## config.mk

```make
export PLATFORM = sky130hd
export DESIGN_NAME = mmd_decoder
export DESIGN_NICKNAME = d
export VERILOG_FILES = /design/src/verilog/mmd_pkg.sv /design/src/verilog/mmd_xdata_if.sv /design/src/verilog/mmd_xdata_router.sv /design/src/verilog/mmd_decoder.sv
export VERILOG_INCLUDE_DIRS = /design/src /design/src/verilog
export SDC_FILE = /design/constraint.sdc
export NUM_CORES = 1
export LEC_CHECK = 0
export BUFFER_PORTS_ARGS = -buffer_cell sky130_fd_sc_hd__buf_2
export CORE_MARGIN = 2
export CORE_UTILIZATION = 40
export DETAILED_ROUTE_END_ITERATION = 12
export PLACE_DENSITY = 0.69
export SLEW_MARGIN = 20
export SYNTH_ARGS = -nofsm -noshare
export SYNTH_HDL_FRONTEND = slang
export SYNTH_SLANG_ARGS = --single-unit
```

## constraint.sdc

```tcl
create_clock -name clk_sys_in -period 3.5 [get_ports clk_sys_in]
set_clock_uncertainty 0.05 [all_clocks]
set_input_delay 0.525 -clock clk_sys_in [delete_from_list [all_inputs] [get_ports clk_sys_in]]
set_output_delay 0.525 -clock clk_sys_in [all_outputs]
set_load 0.01 [all_outputs]
```

## src/verilog/mmd_map.svh

```systemverilog
// Address map constants for the memory address map decoder.
// Assumes a 40 MHz system clock; included by the router and the decoder top.
//
// Behaviour
// - Indirect upper-half internal accesses reach the upper 128 bytes of RAM.
// - Direct upper-half internal accesses reach the special function space.
// - Lower 128 internal bytes map identically for direct and indirect access.
// - Lowest 32 RAM bytes form four banks of eight registers.
// - Sixteen bytes after the banks are byte and bit addressable.
// - On-chip 8 KB external block repeats every 8 KB across 64 KB.
// - External routing: on-chip only, off-chip only, or split at 8 KB.
// - External memory port runs multiplexed or separate address and data.
// - 128 KB flash: bank select replaces bit 15 in the upper 32 KB program window; the lower 32 KB is fixed.
// - Flash erase clears one whole aligned 1024-byte sector, or 128 bytes in scratch.
// - Flash range 0x1FC00 to 0x1FFFF is reserved from application use.
// - Two 128-byte scratch sectors decode at 0x20000 to 0x200FF.
`ifndef MMD_MAP_SVH
`define MMD_MAP_SVH

`define MMD_UPPER_BIT      7
`define MMD_BIT_BASE       8'h20
`define MMD_SFR_BIT_MASK   8'hf8
`define MMD_XRAM_SIZE      16'h2000
`define MMD_CODE_WIN_BIT   15
`define MMD_RSVD_LO        18'h1fc00
`define MMD_RSVD_HI        18'h1ffff
`define MMD_SCR_BASE       18'h20000
`define MMD_SECT_MASK      18'h3fc00
`define MMD_SCR_SECT_MASK  18'h3ff80
`define MMD_CLK_PS         25000
`define MMD_EXT_STROBE_NS  50
`define MMD_EXT_STROBE_CYC \
    ((`MMD_EXT_STROBE_NS * 1000 + `MMD_CLK_PS - 1) / `MMD_CLK_PS)

`endif

```

## src/verilog/mmd_pkg.sv

```systemverilog
// Types shared by the memory address map decoder files.
// Assumes nothing beyond a SystemVerilog compiler.
`default_nettype none
package mmd_pkg;

    typedef enum logic [2:0] {
        MMD_K_DIRECT   = 3'h0,
        MMD_K_INDIRECT = 3'h1,
        MMD_K_REGOP    = 3'h2,
        MMD_K_BITOP    = 3'h3,
        MMD_K_XDATA    = 3'h4,
        MMD_K_CODE     = 3'h5,
        MMD_K_ERASE    = 3'h6
    } mmd_kind_t;

    typedef enum logic [1:0] {
        MMD_R_ONCHIP  = 2'h0,
        MMD_R_OFFCHIP = 2'h1,
        MMD_R_SPLIT   = 2'h2
    } mmd_route_t;

    typedef enum logic [2:0] {
        MMD_X_IDLE = 3'b001,
        MMD_X_ADDR = 3'b010,
        MMD_X_STRB = 3'b100
    } mmd_xst_t;

endpackage
`default_nettype wire

```

## src/verilog/mmd_xdata_if.sv

```systemverilog
// Link between the decoder top and its external data router.
// Assumes both ends share the system clock.
`timescale 1ns/10ps
`default_nettype none
interface mmd_xdata_if;
    import mmd_pkg::*;
    logic              ce;
    logic              req;
    logic [15:0]       addr;
    logic              wr;
    logic [7:0]        wdata;
    mmd_route_t        route;
    logic              mux;
    logic [7:0]        ad_in;
    logic              busy;
    logic              done;
    logic              xram_sel;
    logic [12:0]       xram_addr;
    logic              ale;
    logic [15:0]       ext_addr;
    logic [7:0]        ad_out;
    logic              ad_oe;
    logic              rd_n;
    logic              wr_n;
    logic [7:0]        rdata;

    modport top (output ce, req, addr, wr, wdata, route, mux, ad_in,
                 input busy, done, xram_sel, xram_addr, ale, ext_addr,
                 ad_out, ad_oe, rd_n, wr_n, rdata);
    modport router (input ce, req, addr, wr, wdata, route, mux, ad_in,
                    output busy, done, xram_sel, xram_addr, ale, ext_addr,
                    ad_out, ad_oe, rd_n, wr_n, rdata);
endinterface
`default_nettype wire

```

## src/verilog/mmd_xdata_router.sv

```systemverilog
// External data router: on-chip block alias and external memory port.
// Assumes requests arrive only while busy is low.
`timescale 1ns/10ps
`default_nettype none
`include "mmd_map.svh"
module mmd_xdata_router (
    input  wire logic    clk_sys_in,
    input  wire logic    nrst_in,
    mmd_xdata_if.router  xif
);
    import mmd_pkg::*;

    typedef struct packed {
        mmd_xst_t    st;
        logic [1:0]  cnt;
        logic        wr;
        logic        busy;
        logic        done;
        logic        xram_sel;
        logic [12:0] xram_addr;
        logic        ale;
        logic [15:0] ext_addr;
        logic [7:0]  ad_out;
        logic [7:0]  wdata;
        logic        ad_oe;
        logic        rd_n;
        logic        wr_n;
        logic [7:0]  rdata;
    } mmd_xstate_t;

    localparam mmd_xstate_t RST = '{st: MMD_X_IDLE, rd_n: 1'b1,
                                    wr_n: 1'b1, default: '0};
    localparam logic [1:0] STRB_LAST = 2'(`MMD_EXT_STROBE_CYC - 1);

    mmd_xstate_t r_reg;
    mmd_xstate_t r_next;
    logic        onchip;

    // Routing is sampled with the request, so a new setting only
    // affects accesses taken after it changes.
    always_comb begin
        onchip = (xif.route == MMD_R_ONCHIP) ||
                 (xif.route == MMD_R_SPLIT &&
                  xif.addr < `MMD_XRAM_SIZE);
        r_next = r_reg;
        r_next.done = 1'b0;
        r_next.xram_sel = 1'b0;
        case (r_reg.st)
            MMD_X_IDLE: begin
                if (xif.req) begin
                    r_next.wr = xif.wr;
                    r_next.wdata = xif.wdata;
                    if (onchip) begin
                        // Upper address bits are dropped: the block aliases.
                        r_next.xram_sel = 1'b1;
                        r_next.xram_addr = xif.addr[12:0];
                        r_next.done = 1'b1;
                    end else begin
                        r_next.busy = 1'b1;
                        r_next.ext_addr = xif.addr;
                        if (xif.mux) begin
                            r_next.st = MMD_X_ADDR;
                            r_next.ale = 1'b1;
                            r_next.ad_out = xif.addr[7:0];
                            r_next.ad_oe = 1'b1;
                        end else begin
                            r_next.st = MMD_X_STRB;
                            r_next.cnt = STRB_LAST;
                            r_next.rd_n = xif.wr;
                            r_next.wr_n = !xif.wr;
                            r_next.ad_out = xif.wdata;
                            r_next.ad_oe = xif.wr;
                        end
                    end
                end
            end
            MMD_X_ADDR: begin
                r_next.st = MMD_X_STRB;
                r_next.cnt = STRB_LAST;
                r_next.ale = 1'b0;
                r_next.rd_n = r_reg.wr;
                r_next.wr_n = !r_reg.wr;
                r_next.ad_out = r_reg.wdata;
                r_next.ad_oe = r_reg.wr;
            end
            MMD_X_STRB: begin
                if (r_reg.cnt == 2'd0) begin
                    if (!r_reg.wr) begin
                        r_next.rdata = xif.ad_in;
                    end
                    r_next.st = MMD_X_IDLE;
                    r_next.rd_n = 1'b1;
                    r_next.wr_n = 1'b1;
                    r_next.ad_oe = 1'b0;
                    r_next.busy = 1'b0;
                    r_next.done = 1'b1;
                end else begin
                    r_next.cnt = r_reg.cnt - 2'd1;
                end
            end
            default: r_next = RST;
        endcase
    end

    always_ff @(posedge clk_sys_in) begin
        if (!nrst_in) begin
            r_reg <= RST;
        end else if (xif.ce) begin
            r_reg <= r_next;
        end
    end

    assign xif.busy = r_reg.busy;
    assign xif.done = r_reg.done;
    assign xif.xram_sel = r_reg.xram_sel;
    assign xif.xram_addr = r_reg.xram_addr;
    assign xif.ale = r_reg.ale;
    assign xif.ext_addr = r_reg.ext_addr;
    assign xif.ad_out = r_reg.ad_out;
    assign xif.ad_oe = r_reg.ad_oe;
    assign xif.rd_n = r_reg.rd_n;
    assign xif.wr_n = r_reg.wr_n;
    assign xif.rdata = r_reg.rdata;
endmodule
`default_nettype wire

```

## src/verilog/mmd_decoder.sv

```systemverilog
// Top of the memory address map decoder for the processor core.
// Assumes one access is offered at a time and held off while busy_out.
`timescale 1ns/10ps
`default_nettype none
`include "mmd_map.svh"
module mmd_decoder (
    input  wire logic                clk_sys_in,
    input  wire logic                nrst_in,
    input  wire logic                ce_in,
    input  wire logic                acc_valid_in,
    input  wire mmd_pkg::mmd_kind_t  acc_kind_in,
    input  wire logic                acc_write_in,
    input  wire logic [15:0]         acc_addr_in,
    input  wire logic [7:0]          acc_wdata_in,
    input  wire logic [1:0]          psw_bank_in,
    input  wire logic [1:0]          code_bank_in,
    input  wire logic                code_scratch_in,
    input  wire mmd_pkg::mmd_route_t xroute_mode_in,
    input  wire logic                xmux_mode_in,
    input  wire logic [7:0]          ext_ad_in,
    output logic                     busy_out,
    output logic                     dec_valid_out,
    output logic                     ram_sel_out,
    output logic [7:0]               ram_addr_out,
    output logic                     sfr_sel_out,
    output logic [7:0]               sfr_addr_out,
    output logic [7:0]               bit_mask_out,
    output logic                     flash_sel_out,
    output logic [17:0]              flash_addr_out,
    output logic                     flash_erase_out,
    output logic                     flash_wr_en_out,
    output logic                     rsvd_hit_out,
    output logic                     xram_sel_out,
    output logic [12:0]              xram_addr_out,
    output logic                     x_done_out,
    output logic [7:0]               x_rdata_out,
    output logic                     ext_ale_out,
    output logic [15:0]              ext_addr_out,
    output logic [7:0]               ext_ad_out,
    output logic                     ext_ad_oe_out,
    output logic                     ext_rd_n_out,
    output logic                     ext_wr_n_out
);
    import mmd_pkg::*;

    // ****************************************
    // Decode helpers
    // ****************************************
    function automatic logic [17:0] mmd_code_addr(input logic scr,
                                                  input logic [1:0] bk,
                                                  input logic [15:0] a);
        if (scr) begin
            return `MMD_SCR_BASE | {10'h000, a[7:0]};
        end
        if (a[`MMD_CODE_WIN_BIT]) begin
            return {1'b0, bk, a[14:0]};
        end
        return {3'b000, a[14:0]};
    endfunction

    function automatic logic mmd_is_rsvd(input logic [17:0] fa);
        return fa >= `MMD_RSVD_LO && fa <= `MMD_RSVD_HI;
    endfunction

    typedef struct packed {
        logic        dec_valid;
        logic        ram_sel;
        logic [7:0]  ram_addr;
        logic        sfr_sel;
        logic [7:0]  sfr_addr;
        logic [7:0]  bit_mask;
        logic        flash_sel;
        logic [17:0] flash_addr;
        logic        flash_erase;
        logic        flash_wr_en;
        logic        rsvd_hit;
    } mmd_dstate_t;

    mmd_dstate_t  r_reg;
    mmd_dstate_t  r_next;
    mmd_xdata_if  xif ();
    logic         take;
    logic [17:0]  fa;
    logic         rsvd;

    assign take = acc_valid_in && !xif.busy;

    // ****************************************
    // Access decode
    // ****************************************
    always_comb begin
        fa = mmd_code_addr(code_scratch_in, code_bank_in, acc_addr_in);
        rsvd = mmd_is_rsvd(fa);
        r_next = r_reg;
        r_next.dec_valid = 1'b0;
        r_next.ram_sel = 1'b0;
        r_next.sfr_sel = 1'b0;
        r_next.flash_sel = 1'b0;
        r_next.flash_erase = 1'b0;
        r_next.flash_wr_en = 1'b0;
        r_next.rsvd_hit = 1'b0;
        r_next.bit_mask = 8'h00;
        if (take && acc_kind_in != MMD_K_XDATA) begin
            r_next.dec_valid = 1'b1;
            case (acc_kind_in)
                MMD_K_DIRECT: begin
                    if (acc_addr_in[`MMD_UPPER_BIT]) begin
                        r_next.sfr_sel = 1'b1;
                        r_next.sfr_addr = acc_addr_in[7:0];
                    end else begin
                        r_next.ram_sel = 1'b1;
                        r_next.ram_addr = acc_addr_in[7:0];
                    end
                end
                MMD_K_INDIRECT: begin
                    // Both halves go to RAM; upper half is never SPECIAL_FUNCTION_SPACE here.
                    r_next.ram_sel = 1'b1;
                    r_next.ram_addr = acc_addr_in[7:0];
                end
                MMD_K_REGOP: begin
                    r_next.ram_sel = 1'b1;
                    r_next.ram_addr = {3'b000, psw_bank_in,
                                       acc_addr_in[2:0]};
                end
                MMD_K_BITOP: begin
                    r_next.bit_mask = 8'h01 << acc_addr_in[2:0];
                    if (acc_addr_in[`MMD_UPPER_BIT]) begin
                        r_next.sfr_sel = 1'b1;
                        r_next.sfr_addr = acc_addr_in[7:0] &
                                          `MMD_SFR_BIT_MASK;
                    end else begin
                        r_next.ram_sel = 1'b1;
                        r_next.ram_addr = `MMD_BIT_BASE +
                                          {4'h0, acc_addr_in[6:3]};
                    end
                end
                MMD_K_CODE: begin
                    r_next.flash_sel = 1'b1;
                    r_next.flash_addr = fa;
                    r_next.rsvd_hit = rsvd;
                    r_next.flash_wr_en = acc_write_in && !rsvd;
                end
                MMD_K_ERASE: begin
                    r_next.flash_sel = 1'b1;
                    r_next.flash_addr = fa & (code_scratch_in ?
                        `MMD_SCR_SECT_MASK : `MMD_SECT_MASK);
                    r_next.rsvd_hit = rsvd;
                    r_next.flash_erase = !rsvd;
                end
                default: r_next.dec_valid = 1'b0;
            endcase
        end
    end

    always_ff @(posedge clk_sys_in) begin
        if (!nrst_in) begin
            r_reg <= '0;
        end else if (ce_in) begin
            r_reg <= r_next;
        end
    end

    // ****************************************
    // External data path
    // ****************************************
    assign xif.ce = ce_in;
    assign xif.req = take && acc_kind_in == MMD_K_XDATA;
    assign xif.addr = acc_addr_in;
    assign xif.wr = acc_write_in;
    assign xif.wdata = acc_wdata_in;
    assign xif.route = xroute_mode_in;
    assign xif.mux = xmux_mode_in;
    assign xif.ad_in = ext_ad_in;

    mmd_xdata_router u_router (
        .clk_sys_in (clk_sys_in),
        .nrst_in    (nrst_in),
        .xif        (xif)
    );

    assign busy_out = xif.busy;
    assign dec_valid_out = r_reg.dec_valid;
    assign ram_sel_out = r_reg.ram_sel;
    assign ram_addr_out = r_reg.ram_addr;
    assign sfr_sel_out = r_reg.sfr_sel;
    assign sfr_addr_out = r_reg.sfr_addr;
    assign bit_mask_out = r_reg.bit_mask;
    assign flash_sel_out = r_reg.flash_sel;
    assign flash_addr_out = r_reg.flash_addr;
    assign flash_erase_out = r_reg.flash_erase;
    assign flash_wr_en_out = r_reg.flash_wr_en;
    assign rsvd_hit_out = r_reg.rsvd_hit;
    assign xram_sel_out = xif.xram_sel;
    assign xram_addr_out = xif.xram_addr;
    assign x_done_out = xif.done;
    assign x_rdata_out = xif.rdata;
    assign ext_ale_out = xif.ale;
    assign ext_addr_out = xif.ext_addr;
    assign ext_ad_out = xif.ad_out;
    assign ext_ad_oe_out = xif.ad_oe;
    assign ext_rd_n_out = xif.rd_n;
    assign ext_wr_n_out = xif.wr_n;
endmodule
`default_nettype wire

```

* After elaboration in Yosys (flattened, before gate mapping)
Index checks and enable logic that the tools add are counted.
** Word-level totals
- Bits in registers :: 115
- Output and inout port bits :: 101
- Logic and storage cells :: 142
** Operators by class
- $add $sub $neg :: 2
- Magnitude comparators :: 3
- Equal/unequal tests :: 23
- Shift operators :: 1
- Multiplexer cells :: 48
- Bitwise gates (word level) :: 5
- Reductions and logical operators :: 34
** Operator list (count)
- 2-to-1 mux 18 bit :: 4
- 2-to-1 mux 58 bit :: 1
- 2-to-1 mux 49 bit :: 1
- case mux 19 bit (2 select lines) :: 1
- 2-to-1 mux 9 bit :: 4
- case mux 9 bit (4 select lines) :: 1
- case mux 16 bit (2 select lines) :: 1
- case mux 8 bit (2 select lines) :: 2
- AND reduction 5 bit :: 6
- case mux 14 bit (2 select lines) :: 1
- 2-to-1 mux 25 bit :: 1
- 2-to-1 mux 8 bit :: 3
- case mux 8 bit (3 select lines) :: 1
- AND reduction 4 bit :: 5
- AND 18 bit :: 1
- >= comparator 18 x 17 -> 1 bit, second input constant :: 1
- less-or-equal comparator 18 x 17 -> 1 bit, second input constant :: 1
- inequality test 2 bit, second input constant :: 9
- case mux 9 bit (2 select lines) :: 1
- less-than comparator 16 x 14 -> 1 bit, second input constant :: 1
- 2-to-1 mux 15 bit :: 1
- case mux 5 bit (3 select lines) :: 1
- equality test 3 bit, second input constant :: 4
- 2-to-1 mux 11 bit :: 1
- 27 further kinds :: 63

* Longest topological paths before layout
- Depth after elaboration :: 10
- Gate-level depth with buffers :: 7

* Hierarchy
A second synthesis with hierarchy kept.
** Unflattened totals
- Cell total of the unflattened synthesis :: 606
- Area total of the unflattened synthesis :: 5385.2 um2
** By module, submodules not included
- mmd_xdata_router :: instances 1, cells an instance 357, area an instance 3306.9 um2, seq. area each 1321.3 um2
- mmd_decoder :: instances 1, cells an instance 249, area an instance 2078.2 um2, seq. area each 980.9 um2

* Least setup slack after synthesis
Ideal clock, no wire load.
- Path kind :: input port to flip-flop
- Start point :: input port acc_kind_in[1]
- End point :: register u_router.r_reg, in the netlist u_router.xif.ext_addr[7]
- Setup time :: 0.072 ns
- Data arrival time :: 1.769 ns
- Setup slack :: 1.609 ns
- Stages :: 6
- Cells stage by stage :: buf_6 and4bb_2 o211ai_4 a21oi_4 buf_6 mux2i_1
** On the way
- Cells in the longest elaborated chain, start to end :: 4
** Ends and longest elaborated chain
- from (decl) :: RTL line mmd_decoder.sv:11 : input wire mmd_pkg::mmd_kind_t acc_kind_in,
- equality test 3 bit :: RTL line mmd_decoder.sv:167 : assign xif.req = take && acc_kind_in == MMD_K_XDATA;
- logical AND 1 bit :: RTL line mmd_decoder.sv:167
- inequality test 2 x 1 -> 1 bit (no source line)
- AND reduction 4 bit (no source line)
- to (signal assigned) :: RTL line mmd_xdata_router.sv:109 : r_reg <= r_next;
- to (decl) :: RTL line mmd_xdata_router.sv:35 : mmd_xstate_t r_reg;
No other way between the ends.
A chain may end at the register's enable or synchronous reset.

* Worst setup path in the final report
- Start point :: register u_router.r_reg[65] (netlist name)
- End point :: register u_router.r_reg, in the netlist u_router.xif.ext_addr[12]
** On the way
- Cells in the longest elaborated chain, start to end :: 4
- Elaborated cells between the ends (all ways) :: 9
- Classes of those cells :: eq/ne: 5; mux: 1; bitwise: 1; reduce/logical: 2
** Ends and longest elaborated chain
- equality test 3 x 2 -> 1 bit / equality test 3 bit (equally long branches) :: RTL line mmd_xdata_router.sv:48 : case (r_reg.st)
- OR reduction 2 bit (no source line)
- NOT 1 bit (no source line)
- AND reduction 4 bit (no source line)
Parallel ways exist; a longest one is shown, timed or not.

==> metrics.cfg <==
[status]
status=completed

[floorplanning]
initial_core_util_pct=40.60
dieArea_um2=14890
die_h_um=122.0
rows=43
io_pins=149
core_um2=13720
die_w_um=122.0

[sta]
timing.hold.ws_ns=0.3225
fin_setup_tns_ns=0
setup_violations=0
fmax_mhz=443.3
period_needed_ns=2.256
rsz0062_at_grt=no
timing.final.crit_share_pct=64.46
hold_violations=0
drv_slew=0
worst_slew_pin_slew_ns=0.9078
maxSlewHeadroom_pct=39.07

[global_routing]
grt_usage_pct=21.53
grt_max_degree=75
antenna_found_initial=1
grt_pass1_vias=4502
grt-ovfl-total=0
grt_pass1_wl_um=24670

[yosys]
synth.distinct_cells=66
yosys_warnings=0
syn_avg_cell_area_um2=8.609
synth_edf_count=0
async_reset_ff_share_pct=0
synth_area_um2=5570
ys.flop_type=dfxtp_1
netlist_instances=647
synth_seq_cells=115
syn_nets=696
synth-seq-area-share_pct=41.33

[critical_path]
worst-path-max-fanout=16
cp.arrival_ns=2.55
end_kind=flop
required_ns=3.79
startpoint_type=flop
worstSetupPathType=flop to flop

[clock_tree]
h-tree-depth=4
clock_sinks=115
cts_resized=0
path_clk_slew_ns=0.05
clockBufferDepth=2
clock-root-buffer=clkbuf_16
insertion_delay_ns=0.42
postCtsHoldBufs=0
postCtsSetupBuffers=0
cts_buffers=17
cts_tree=done

[placement]
dp_hpwl_um=10880
gp_congestion=0.8625
port_buffers=148

[routing]
via_per_inst=5.353
antenna_left=0
wl_per_cell_um=17.17
drc=0
wl_um=15790
first_pass_iters=5
num_vias=4925
drt_iter0_drc=328

[final_layout]
mostFrequentLayoutCells=buf_2, dfxtp_1, nand2_1
nets=777
n_antenna_cell=0
drive_above_1_share_pct=27.16
final_common_cell=buf_2
synthToLayoutAreaGrowth_pct=17.68
seqCellArea_um2=2302
fin_util_pct=47.78
largest_reg_flops=18
multi_input_area_um2=2625
filler_cell_count=1381

[pwr]
pwr_density_cell_nw_per_um2=487.4
ir_drop_v=0.0003041
p_leak_nw=2.709

[job]
cap_violations=0

[hold_path]
hp-class=input pin to flop

-- critical path, stage by stage, from the launching register on --
cell     delay, ns
dfxtp_1       0.65
xnor2_1       0.21
o21ai_1       0.32
a21oi_4       0.69
mux2i_1       0.25
-- per-stage QoR --
step / setup WS, ns / area (um2) / cells / power [mW]
floorplan: 1.609 / 5570 / 647 / 1.530
global placement: 1.116 / 6010 / 889 / 1.622
detailed placement: 1.050 / 6010 / 889 / 1.624
CTS: 1.255 / 6555 / 920 / 3.221
global route: 1.126 / 6555 / 920 / 3.306
finish: 1.244 / 6555 / 920 / 3.195
-- synth_stat cells (6+ instances only) --
cell type	number	area [um2]
a21oi_1	65	325.3
a221oi_1	7	61.31
a22oi_1	10	75.07
and2_1	6	37.54
and3_1	7	43.79
buf_2	13	65.06
buf_4	47	352.8
clkbuf_1	27	101.4
dfxtp_1	115	2302
inv_1	16	60.06
mux2i_1	36	360.4
nand2_1	71	266.5
nand2b_1	10	62.56
nand3_1	27	135.1
nand3b_1	11	82.58
nand4_1	29	181.4
nor2_1	26	97.59
nor2b_1	7	43.79
o21ai_0	33	165.2
o2bb2ai_1	10	87.58
-- worst paths after layout --
check	from	to	slack [ns]	depth (start not counted)
min reg2reg	flash_addr_out[8]	flash_addr_out[8]	0.39	2
max reg2reg	u_router.r_reg[65]	u_router.xif.ext_addr[12]	1.24	4
max	u_router.r_reg[65]	u_router.xif.ext_addr[12]	1.24	4
min	ext_ad_in[3]	u_router.xif.rdata[3]	0.32	3
-- routing by layer --
layer  vias up  GRT usage, %  share of wire (%)
met5         -             0              0.070
met4         2         8.477                1.8
met3        25         6.227                7.6
met2       161         33.87                 48
met1      2304         27.82                 43
li1       2433             -                  -
-- where the power goes --
part           total (mW)  internal, mW  switching (mW)
Sequential           1.34          1.33          0.0115
Combinational       0.260        0.0852           0.175
Clock                1.60          1.00           0.596
-- layout make-up --
cell class                 instances  share of cell area [%]
inverter                          17                  0.9735
clock inverter                    10                   1.298
timing repair buffer             155                   12.10
multi-input combinational        422                   40.05
tap                              180                   3.436
clock buffer                      21                   7.024
sequential                       115                   35.12
-- kinds of logic (layout without fill, tap and decap cells) --
| group | count (synthesis) | after routing | share of synthesized area, % |
|---|---|---|---|
| XOR/XNOR | 3 | 3 | 0.4718 |
| multiplexers | 38 | 38 | 6.873 |
| adder cells (fa/ha/maj) | 1 | 1 | 0.2246 |
| AO/OA/AOI/OAI | 157 | 157 | 17.99 |
| AND/OR/NAND/NOR | 223 | 223 | 21.56 |
| buffers and inverters | 110 | 203 | 11.55 |
| flip-flops | 115 | 115 | 41.33 |
(Power assumes the default switching activity.)
